### src/hdl/mute_ctrl_pkg.sv
// Constants shared by the output mute control block.
// Assumes a 32-bit APB register bus and an 8-bit register layout inside each word.
package mute_ctrl_pkg;
	localparam int NUM_CHAN = 8;
	// Printed offsets are not multiples of four: they are indices, byte address is four times.
	localparam logic [7:0] IDX_CHAN_MUTE = 8'h16;
	localparam logic [7:0] IDX_AUX_MUTE = 8'h17;
	localparam logic [7:0] IDX_CHAN4_LEVEL = 8'h40;
	localparam logic [7:0] IDX_MODE = 8'h41;
	localparam logic [7:0] IDX_STATUS = 8'h42;
	localparam logic [7:0] RST_CHAN_MUTE = 8'hff;
	localparam logic [1:0] RST_AUX_MUTE = 2'h2;
	localparam logic [1:0] RST_CHAN4_LEVEL = 2'h1;
	localparam int AUX_ONE_BIT = 1;
	localparam int AUX_ZERO_BIT = 0;
	localparam int MODE_SE_BIT = 0;
	localparam int MODE_AUX0_CLK_BIT = 1;
	localparam int MODE_AUX1_CLK_BIT = 2;
	typedef enum logic [1:0]
	{
		LVL_BYPASS = 2'h0,
		LVL_LOW_A = 2'h1,
		LVL_HIGH_B = 2'h2,
		LVL_BOTH = 2'h3
	} mute_level_t;
	// Driver states of one channel, one code per node behaviour.
	typedef enum logic [2:0]
	{
		DRV_NORMAL = 3'h0,
		DRV_VCM = 3'h1,
		DRV_HIGH = 3'h3,
		DRV_RAIL = 3'h2,
		DRV_P_NORM_N_LOW = 3'h6,
		DRV_P_LOW_N_NORM = 3'h7,
		DRV_BOTH_LOW = 3'h5
	} drive_state_t;

	function automatic logic [31:0] byte_addr(input logic [7:0] idx);
		byte_addr = {22'h0, idx, 2'h0};
	endfunction
endpackage

### src/hdl/output_clock_mute_control.sv
`timescale 1ns/1ps
// Output clock mute control with an APB register slave.
// Assumes source_valid and the APB signals are synchronous to mclk.
// How it works
// RULE1: Channel 4 has a two-bit read-write mute level at bits 1:0, reset 1, best set to 3.
// RULE2: In differential mode level 0 bypasses, 1 goes to common mode, 2 forces high, 3 rails.
// RULE3: In single-ended mode level 0 bypasses, 1 pulls N low, 2 pulls P low, 3 pulls both low.
// RULE4: The level only picks the muted state; the auto-mute bit alone decides muting.
// RULE5: Channel n is disabled when its auto-mute bit is 1 and the source is invalid.
// RULE6: A channel whose auto-mute bit is 0 keeps running whatever the source does.
// RULE7: The eight auto-mute bits are read-write, reset to 1 and are nonvolatile settings.
// RULE8: Aux output one mute, bit 1 reset 1, disables it on invalid source when it carries a clock.
// RULE9: Aux output zero mute, bit 0 reset 0, disables it on invalid source when it carries a clock.
// RULE10: An aux output not carrying a clock runs normally whatever its mute bit.
// RULE11: An aux output whose mute bit is 0 keeps running whatever the source does.
// RULE12: Bits 7:2 of the aux mute register are reserved, read zero and are not nonvolatile.
// RULE13: Muting is applied on the clock from one source-valid input so no runt pulse appears.
module output_clock_mute_control
	import mute_ctrl_pkg::*;
(
	// Clock and reset
	input wire logic mclk,
	input wire logic rst_n,
	// APB slave
	input wire logic psel,
	input wire logic penable,
	input wire logic pwrite,
	input wire logic [31:0] paddr,
	input wire logic [31:0] pwdata,
	output logic [31:0] prdata,
	output logic pready,
	output logic pslverr,
	// Source detection
	input wire logic source_valid,
	// Channel and auxiliary output controls
	output logic [NUM_CHAN-1:0] chan_disable,
	output logic aux_output_zero_disable,
	output logic aux_output_one_disable,
	output drive_state_t chan4_drive_state,
	// Nonvolatile image of the stored settings
	output logic [7:0] nv_chan_auto_mute,
	output logic [1:0] nv_aux_auto_mute
);
	// ********************
	// Registers
	// ********************
	logic [NUM_CHAN-1:0] output_channel_auto_mute;
	logic [1:0] aux_output_auto_mute;
	logic [1:0] chan4_muted_drive_level;
	logic [2:0] mode_cfg;
	logic [NUM_CHAN-1:0] chan_muted;
	logic [1:0] aux_muted;
	drive_state_t next_chan4_state;

	wire chan0_auto_mute_enable = output_channel_auto_mute[0];
	wire chan3_auto_mute_enable = output_channel_auto_mute[3];
	wire chan7_auto_mute_enable = output_channel_auto_mute[7];
	wire aux_out_one_auto_mute = aux_output_auto_mute[AUX_ONE_BIT];
	wire aux_out_zero_auto_mute = aux_output_auto_mute[AUX_ZERO_BIT];
	wire single_ended = mode_cfg[MODE_SE_BIT];
	wire [1:0] aux_carries_clock = {mode_cfg[MODE_AUX1_CLK_BIT], mode_cfg[MODE_AUX0_CLK_BIT]};

	// ********************
	// Bus decode
	// ********************
	// Zero wait states: the answer comes in the first access cycle.
	function automatic logic addr_hit(input logic [31:0] addr, input logic [7:0] idx);
		addr_hit = addr == byte_addr(idx);
	endfunction

	wire setup_phase = psel && !penable;
	wire access = psel && penable;
	wire wr = access && pwrite;
	wire rd_setup = setup_phase && !pwrite;
	wire hit_chan = addr_hit(paddr, IDX_CHAN_MUTE);
	wire hit_aux = addr_hit(paddr, IDX_AUX_MUTE);
	wire hit_lvl = addr_hit(paddr, IDX_CHAN4_LEVEL);
	wire hit_mode = addr_hit(paddr, IDX_MODE);
	wire hit_stat = addr_hit(paddr, IDX_STATUS);
	wire mapped = hit_chan || hit_aux || hit_lvl || hit_mode || hit_stat;
	wire wr_chan = wr && hit_chan;
	wire wr_aux = wr && hit_aux;
	wire wr_lvl = wr && hit_lvl;
	wire wr_mode = wr && hit_mode;

	// Reserved bits are simply not stored, so they always read back as zero.
	wire [31:0] chan_word = {24'h0, output_channel_auto_mute};
	wire [31:0] aux_word = {30'h0, aux_output_auto_mute}; // [RULE12]
	wire [31:0] lvl_word = {30'h0, chan4_muted_drive_level};
	wire [31:0] mode_word = {29'h0, mode_cfg};
	wire [31:0] status_word = {22'h0, aux_muted, chan_muted};
	wire [31:0] read_mux =
		hit_chan ? chan_word :
		hit_aux ? aux_word :
		hit_lvl ? lvl_word :
		hit_mode ? mode_word :
		hit_stat ? status_word : 32'h0;

	// ********************
	// Register file
	// ********************
	// Writes land at the access edge, the same edge at which the master sees pready high.
	wire [NUM_CHAN-1:0] next_output_channel_auto_mute =
		wr_chan ? pwdata[NUM_CHAN-1:0] : output_channel_auto_mute; // [RULE7]
	wire [1:0] next_aux_output_auto_mute =
		wr_aux ? pwdata[1:0] : aux_output_auto_mute; // [RULE12]
	wire [1:0] next_chan4_muted_drive_level =
		wr_lvl ? pwdata[1:0] : chan4_muted_drive_level; // [RULE1]
	wire [2:0] next_mode_cfg = wr_mode ? pwdata[2:0] : mode_cfg;

	always_ff @(posedge mclk)
	begin
		if (!rst_n)
		begin
			output_channel_auto_mute <= RST_CHAN_MUTE; // [RULE7]
		end
		else
		begin
			output_channel_auto_mute <= next_output_channel_auto_mute; // [RULE7]
		end
	end

	always_ff @(posedge mclk)
	begin
		if (!rst_n)
		begin
			aux_output_auto_mute <= RST_AUX_MUTE; // [RULE8] [RULE9]
		end
		else
		begin
			aux_output_auto_mute <= next_aux_output_auto_mute; // [RULE12]
		end
	end

	always_ff @(posedge mclk)
	begin
		if (!rst_n)
		begin
			chan4_muted_drive_level <= RST_CHAN4_LEVEL; // [RULE1]
		end
		else
		begin
			chan4_muted_drive_level <= next_chan4_muted_drive_level; // [RULE1]
		end
	end

	always_ff @(posedge mclk)
	begin
		if (!rst_n)
		begin
			mode_cfg <= 3'h0;
		end
		else
		begin
			mode_cfg <= next_mode_cfg;
		end
	end

	// ********************
	// Bus response
	// ********************
	// Each answer stands for exactly the one access cycle that follows the setup cycle.
	wire next_pready = setup_phase;
	wire next_pslverr = setup_phase && !mapped;
	wire [31:0] next_prdata = rd_setup ? read_mux : 32'h0;

	always_ff @(posedge mclk)
	begin
		if (!rst_n)
		begin
			pready <= 1'b0;
		end
		else
		begin
			pready <= next_pready;
		end
	end

	always_ff @(posedge mclk)
	begin
		if (!rst_n)
		begin
			pslverr <= 1'b0;
		end
		else
		begin
			pslverr <= next_pslverr;
		end
	end

	always_ff @(posedge mclk)
	begin
		if (!rst_n)
		begin
			prdata <= 32'h0;
		end
		else
		begin
			prdata <= next_prdata;
		end
	end

	// ********************
	// Mute decision
	// ********************
	mute_gate #(.WIDTH(NUM_CHAN)) u_chan_gate
	(
		.mclk(mclk),
		.rst_n(rst_n),
		.enable(output_channel_auto_mute), // [RULE5] [RULE6]
		.eligible({NUM_CHAN{1'b1}}),
		.source_valid(source_valid),
		.muted(chan_muted)
	);

	mute_gate #(.WIDTH(2)) u_aux_gate
	(
		.mclk(mclk),
		.rst_n(rst_n),
		.enable({aux_out_one_auto_mute, aux_out_zero_auto_mute}), // [RULE11]
		.eligible(aux_carries_clock), // [RULE8] [RULE9] [RULE10]
		.source_valid(source_valid),
		.muted(aux_muted)
	);

	drive_level_map u_chan4_map
	(
		.muted(chan_muted[4]),
		.single_ended(single_ended),
		.level(chan4_muted_drive_level),
		.state(next_chan4_state)
	);

	// ********************
	// Nonvolatile image
	// ********************
	// Only the ten mute bits are stored; the reserved aux bits have no storage to copy.
	wire [7:0] next_nv_chan_auto_mute = {chan7_auto_mute_enable,
		output_channel_auto_mute[6:4], chan3_auto_mute_enable,
		output_channel_auto_mute[2:1], chan0_auto_mute_enable}; // [RULE7]
	wire [1:0] next_nv_aux_auto_mute = aux_output_auto_mute; // [RULE12]

	// ********************
	// Outputs
	// ********************
	// Outputs lag the decision by one cycle; every output stays a flip-flop.
	always_ff @(posedge mclk)
	begin
		if (!rst_n)
		begin
			chan_disable <= '0;
		end
		else
		begin
			chan_disable <= chan_muted; // [RULE5]
		end
	end

	always_ff @(posedge mclk)
	begin
		if (!rst_n)
		begin
			aux_output_zero_disable <= 1'b0;
		end
		else
		begin
			aux_output_zero_disable <= aux_muted[AUX_ZERO_BIT]; // [RULE9]
		end
	end

	always_ff @(posedge mclk)
	begin
		if (!rst_n)
		begin
			aux_output_one_disable <= 1'b0;
		end
		else
		begin
			aux_output_one_disable <= aux_muted[AUX_ONE_BIT]; // [RULE8]
		end
	end

	always_ff @(posedge mclk)
	begin
		if (!rst_n)
		begin
			chan4_drive_state <= DRV_NORMAL;
		end
		else
		begin
			chan4_drive_state <= next_chan4_state; // [RULE4]
		end
	end

	always_ff @(posedge mclk)
	begin
		if (!rst_n)
		begin
			nv_chan_auto_mute <= RST_CHAN_MUTE;
		end
		else
		begin
			nv_chan_auto_mute <= next_nv_chan_auto_mute; // [RULE7]
		end
	end

	always_ff @(posedge mclk)
	begin
		if (!rst_n)
		begin
			nv_aux_auto_mute <= RST_AUX_MUTE;
		end
		else
		begin
			nv_aux_auto_mute <= next_nv_aux_auto_mute; // [RULE12]
		end
	end
endmodule

### src/hdl/mute_gate.sv
`timescale 1ns/1ps
// Registered mute decision for a group of outputs.
// Assumes the validity input is already synchronous to mclk.
module mute_gate
	import mute_ctrl_pkg::*;
#(
	parameter int WIDTH = 8
)
(
	// Clock and reset
	input wire logic mclk,
	input wire logic rst_n,
	// Controls
	input wire logic [WIDTH-1:0] enable,
	input wire logic [WIDTH-1:0] eligible,
	input wire logic source_valid,
	// Result
	output logic [WIDTH-1:0] muted
);
	// Gate updates only on the clock so a change of validity cannot cut a pulse short.
	wire [WIDTH-1:0] next_muted = enable & eligible & {WIDTH{~source_valid}};

	always_ff @(posedge mclk)
	begin
		if (!rst_n)
			muted <= '0;
		else
			muted <= next_muted; // [RULE13]
	end
endmodule

### src/hdl/drive_level_map.sv
`timescale 1ns/1ps
// Maps a mute level and the output mode onto a driver state.
// Purely combinational; the caller registers the result.
module drive_level_map
	import mute_ctrl_pkg::*;
(
	// Inputs
	input wire logic muted,
	input wire logic single_ended,
	input wire logic [1:0] level,
	// Result
	output drive_state_t state
);
	wire mute_level_t lvl = mute_level_t'(level);
	drive_state_t diff_state;
	drive_state_t se_state;

	always_comb
	begin
		unique case (lvl)
			LVL_BYPASS: diff_state = DRV_NORMAL; // [RULE2]
			LVL_LOW_A: diff_state = DRV_VCM; // [RULE2]
			LVL_HIGH_B: diff_state = DRV_HIGH; // [RULE2]
			LVL_BOTH: diff_state = DRV_RAIL; // [RULE2]
		endcase
	end

	always_comb
	begin
		unique case (lvl)
			LVL_BYPASS: se_state = DRV_NORMAL; // [RULE3]
			LVL_LOW_A: se_state = DRV_P_NORM_N_LOW; // [RULE3]
			LVL_HIGH_B: se_state = DRV_P_LOW_N_NORM; // [RULE3]
			LVL_BOTH: se_state = DRV_BOTH_LOW; // [RULE3]
		endcase
	end

	// The level only shapes the state; whether muting applies comes from the caller.
	assign state = !muted ? DRV_NORMAL : (single_ended ? se_state : diff_state); // [RULE4]
endmodule

### config.mk
export PLATFORM = sky130hd
export DESIGN_NAME = output_clock_mute_control
export DESIGN_NICKNAME = d
export VERILOG_FILES = /design/src/hdl/mute_ctrl_pkg.sv /design/src/hdl/output_clock_mute_control.sv /design/src/hdl/mute_gate.sv /design/src/hdl/drive_level_map.sv
export SDC_FILE = /design/constraint.sdc
export NUM_CORES = 1
export LEC_CHECK = 0
export CAP_MARGIN = 30
export CORE_MARGIN = 2
export CORE_UTILIZATION = 29
export CTS_BUF_LIST = sky130_fd_sc_hd__clkbuf_8
export DETAILED_ROUTE_END_ITERATION = 16
export DONT_BUFFER_PORTS = 1
export PLACE_DENSITY_LB_ADDON = 0.3
export RECOVER_POWER = 50
export SYNTH_ARGS = -nofsm -noshare
export SYNTH_HDL_FRONTEND = slang
export SYNTH_SLANG_ARGS = --single-unit
export TNS_END_PERCENT = 1
### constraint.sdc
create_clock -name mclk -period 2.5 [get_ports mclk]
set_input_delay 0.25 -clock mclk [delete_from_list [all_inputs] [get_ports mclk]]
set_output_delay 0.25 -clock mclk [all_outputs]
set_load 0.02 [all_outputs]
Yosys cells after proc, flatten, opt, wreduce, memory -nomap -nowiden
Index checks and enable logic that the tools add are counted.
{ "totals": {"ff_bits": 82, "out_inout_bits": 57, "wordCells": 61} }
{ "op_classes": {"n_eq_ne": 8, "mux": 8, "bitwise_logic": 7, "reduce_logical": 21} }
{ "op_table": {"columns": ["cell", "count"], "rows": [
  ["equality test 32 x 9 -> 1 bit, second input constant", 3],
  ["equality test 32 x 7 -> 1 bit, second input constant", 2],
  ["two-way mux 8 bit", 5],
  ["case mux 3 bit (4 select lines)", 2],
  ["logical AND 1 bit", 9],
  ["bitwise AND 8 bit", 1],
  ["OR reduction 7 bit", 1],
  ["OR reduction 6 bit", 1],
  ["bitwise AND 2 bit", 2],
  ["equality test 2 bit, second input constant", 2],
  ["logical OR 1 bit", 4],
  ["inverter 1 bit", 4],
  ["AND reduction 2 bit", 2],
  ["zero test 1 bit", 3],
  ["two-way mux 3 bit", 1],
  ["equality test 2 x 1 -> 1 bit, second input constant", 1],
  ["zero test 2 bit", 1]
]} }

Depth between registers and ports, before layout
{ "logic_depth": {"ltp_word": 7, "depth_mapped": 6, "ltp_nobuf": 6} }

Modules after synthesis
Synthesis repeated with hierarchy kept, for this count alone.
{ "unflattened": {"cells_unflattened": 242, "hier_area_um2": 2447.3} }
{ "modules_own_cells": {"columns": ["module", "n_inst", "cells_per_inst", "area_each_um2"], "rows": [
  ["output_clock_mute_control", 1, 210, 2064.5],
  ["mute_gate (u_chan_gate)", 1, 16, 240.2],
  ["drive_level_map", 1, 12, 82.6],
  ["mute_gate (u_aux_gate)", 1, 4, 60.1]
]} }

Least setup slack after synthesis
OpenSTA, ideal clock, no wires.
{ "synth_timing": {"path_kind": "input-to-reg", "start": "input port paddr[14]", "end": "register output_channel_auto_mute[2] (netlist: next_nv_chan_auto_mute[2])", "setup_time_ns": 0.121, "t_arrival_ns": 2.079, "required_ns": 2.379, "setup_slack_ns": 0.300, "cell_stages": 4, "path_cell_list": "or4_1 > or3_1 > nor4_4 > mux2_2"} }
{ "synth_via": {"elab_chain_cells": 2} }
{ "synth_lines": {"columns": ["item", "line_no", "rtl"], "rows": [
  ["from (decl)", "output_clock_mute_control.sv:28", "input wire logic [31:0] paddr,"],
  ["equality test 32 x 7 -> 1 bit", "output_clock_mute_control.sv:68", "addr_hit = addr == byte_addr(idx);"],
  ["logical AND 1 bit", "output_clock_mute_control.sv:81", "wire wr_chan = wr && hit_chan;"],
  ["to (signal assigned)", "output_clock_mute_control.sv:119", "output_channel_auto_mute <= next_output_channel_auto_mute;"],
  ["to (decl)", "output_clock_mute_control.sv:47", "logic [NUM_CHAN-1:0] output_channel_auto_mute;"]
]} }
No other way between the ends.
A chain may end at the register's enable or synchronous reset.

Worst setup path in the final report
{ "layout_timing": {"start": "input port paddr[14]", "end": "register output_channel_auto_mute[4] (netlist: next_nv_chan_auto_mute[4])"} }
The elaborated chain is that of the path after synthesis.

==> impl_metrics.json <==
{
  "cap_violations": 0,
  "timing.setup.tns_ps": 0,
  "nFillCells": 859,
  "slew_viol_final": 0,
  "insertion_delay_ps": 330,
  "reg2reg_depth": 6,
  "clk_path_buf_depth": 2,
  "globalRoute.totalOverflow": 0,
  "clock-sinks": 60,
  "vias": 1612,
  "worstPathArrival_ps": 2100,
  "antenna_found_initial": 3,
  "cts_tree": "done",
  "crit_slowest_cell": "or4_1",
  "hpwlAfterDp_um": 3800,
  "grt_max_degree": 39,
  "syn_area_um2": 2380,
  "path_clk_slew_ps": 70,
  "grt_usage_pct": 12.0,
  "setup_violations": 0,
  "fin_skew_ps": 9.55,
  "reg2reg_setup_slack_ps": 1370,
  "crit_family": "simple AND/OR/NAND/NOR gates",
  "wl_per_cell_um": 14.2,
  "worstPathRequired_ps": 2720,
  "core_um2": 8090,
  "wl_um": 5130,
  "grt_pass1_vias": 1518,
  "max-slew-margin-rel_pct": 56.2,
  "gp_congestion": 0.835,
  "min_to": "nv_chan_auto_mute[6]",
  "r2r_start": "chan4_muted_drive_level[0]",
  "synthCells": 241,
  "critPathMaxStageDelay_ps": 600,
  "rsz0062_at_grt": "false",
  "pwr-share-clk_pct": 41.9,
  "max-vdd-ir-drop_v": 0.000224,
  "io_pins": 127,
  "fmax_mhz": 532,
  "r2r-end": "chan4_drive_state[1]",
  "status": "finished clean",
  "cts_buffers": 9,
  "power_mw": 1.82,
  "cp_max_fo": 8,
  "clockRootBuffer": "clkbuf_8",
  "path_buf_inv": 1,
  "hold_path_depth": 1,
  "worstMarginPinSlew_ps": 656,
  "drive_gt1_share_pct": 11.9,
  "drt_first_iter_violations": 50,
  "die_height_um": 94.7,
  "p_leak_nw": 1.00,
  "antenna_left": 0,
  "io_buffers": 0,
  "postLayoutSetupSlackWorst_ps": 619,
  "hold_violations": 0,
  "fin_crit_ps": 1880,
  "yosysUniqueCellTypes": 38,
  "pwr-share-comb_pct": 3.9,
  "start_kind": "input port",
  "dp_slack_ps": 254,
  "min_period_over_period_pct": 75.3,
  "initial_core_util_pct": 29.5,
  "stdcell_area_um2": 2630,
  "critical_path.cell_chain": "or4_1 -> or3_1 -> nor4_4 -> buf_4 -> mux2_2",
  "seq_area_frac_synth_pct": 50.4,
  "dpl_cell_area_um2": 2440,
  "worstSetupEndpointType": "register",
  "p_int_mw": 1.35,
  "first_pass_iters": 4,
  "critPathKind": "in -> reg",
  "die_area_um2": 8960,
  "dpl.cell_count": 341,
  "drc_errors": 0,
  "ys_async_sr_fraction_pct": 0,
  "num_rows": 33,
  "ctsResizeCount": 0,
  "powerDensity_nw_per_um2": 692,
  "die_w_um": 94.7,
  "grt_pass1_wl_um": 7800,
  "min-delay-start": "rst_n",
  "hold_buffers": 1,
  "synth_area_per_cell_um2": 9.90,
  "viasPerCell": 4.47,
  "power.net_switching_mw": 0.464,
  "synth_edf_count": 0,
  "hp-class": "in -> reg",
  "timing.hold.ws_ps": 29.2,
  "final_core_util_pct": 32.5,
  "p_seq_share_pct": 54.2,
  "synth_seq_cells": 60,
  "htree_levels": 3,
  "area_growth_pct": 10.3,
  "synthFlopType": "dfxtp_1",
  "fin_nets": 321,
  "ys_warn_count": 0,
  "cts_setup_buffers": 0,
  "p_sw_share_pct": 25.5,
  "fin_cells": 361
}
-- cells in the final DEF, fill, tap and decap left out, types with 3 or more instances in the layout --
cell type	count
nor4_1	4
mux2i_1	11
a21oi_1	6
nand2b_1	14
conb_1	22
clkinv_4	3
inv_1	13
mux2_2	5
nor2_1	11
and2_0	9
ha_1	3
nand3_1	12
and3_1	3
buf_4	4
and2_1	8
nor2b_1	9
clkbuf_8	9
dfxtp_1	60
diode_2	3
nand2_1	13
-- worst register-to-register path, stage by stage (launching register included) --
cell and delay, ps:
dfxtp_1 390, inv_1 80, ha_1 200, nor2_1 140
nor2_1 50, a21oi_1 110, nor2_1 50
-- cells in the mapped netlist, types with 3 or more instances --
cell | instances | share of area (%)
a21oi_1 | 6 | 1.3
and2_1 | 17 | 4.5
and3_1 | 3 | 0.79
buf_4 | 22 | 6.9
clkbuf_1 | 7 | 1.1
dfxtp_1 | 60 | 50
ha_1 | 3 | 1.6
inv_1 | 13 | 2.0
mux2_2 | 5 | 2.4
mux2i_1 | 11 | 4.6
nand2_1 | 13 | 2.0
nand2b_1 | 14 | 3.7
nand3_1 | 12 | 2.5
nor2_1 | 11 | 1.7
nor2b_1 | 9 | 2.4
nor4_1 | 4 | 1.0
-- logic make-up after synthesis --
logic type,share of synthesized area [%]
AND/OR/NAND/NOR,25.4
flip-flops,50.4
buffers and inverters,10.2
multiplexers,7.45
AO/OA/AOI/OAI,4.77
adder cells (fa/ha/maj),1.57
other,0.157
-- power groups by stage --
stage	combinational, mW	sequential [mW]	clock (mW)
after floorplan	0.0975	1.00	0
after global placement	0.0694	1.01	0
after detailed placement	0.0701	1.01	0
after CTS	0.0722	0.985	0.796
after global routing	0.0796	0.986	0.838
final	0.0714	0.985	0.763
-- sequential cells by signal (all words and copies together), names as in the netlist --
register,flops
u_chan_gate.muted,8
chan_disable,8
aux_output_one_disable,1
pslverr,1
mode_cfg,3
nv_aux_auto_mute,2
prdata,10
aux_output_auto_mute,2
chan4_muted_drive_level,2
nv_chan_auto_mute,8
next_nv_chan_auto_mute,8
u_aux_gate.muted,2
aux_output_zero_disable,1
pready,1
chan4_drive_state,3
-- final cells by class --
class	instances	area (µm²)	share of cell area, %
clock buffers	9	124	4.71
diodes	3	7.51	0.285
well taps	105	131	5.00
multi-input cells	159	1020	39.0
clock inverters	7	52.6	2.00
inverters	13	48.8	1.86
repair buffers	5	40.0	1.52
flip-flops and latches	60	1200	45.7
-- layer usage --
layer | track usage, % | vias up | wire, µm
met5 | 0 | - | 0
li1 | - | 791 | -
met3 | 7.42 | 11 | 597
met2 | 17.1 | 80 | 2230
met4 | 6.28 | 0 | 122
met1 | 13.8 | 730 | 2180
-- how the worst max path moves through the flow --
stage                    from                        end  slack, ps  cells after the start
finish              paddr[14]  next_nv_chan_auto_mute[4]        620                      5
global route        paddr[14]  next_nv_chan_auto_mute[2]        560                      5
CTS                 paddr[14]  next_nv_chan_auto_mute[4]        610                      5
detailed placement  paddr[14]  next_nv_chan_auto_mute[4]        250                      5
global placement    paddr[14]  next_nv_chan_auto_mute[5]        290                      5
floorplan           paddr[14]  next_nv_chan_auto_mute[2]        300                      4
Note: power is estimated with default switching activity, not from simulation.
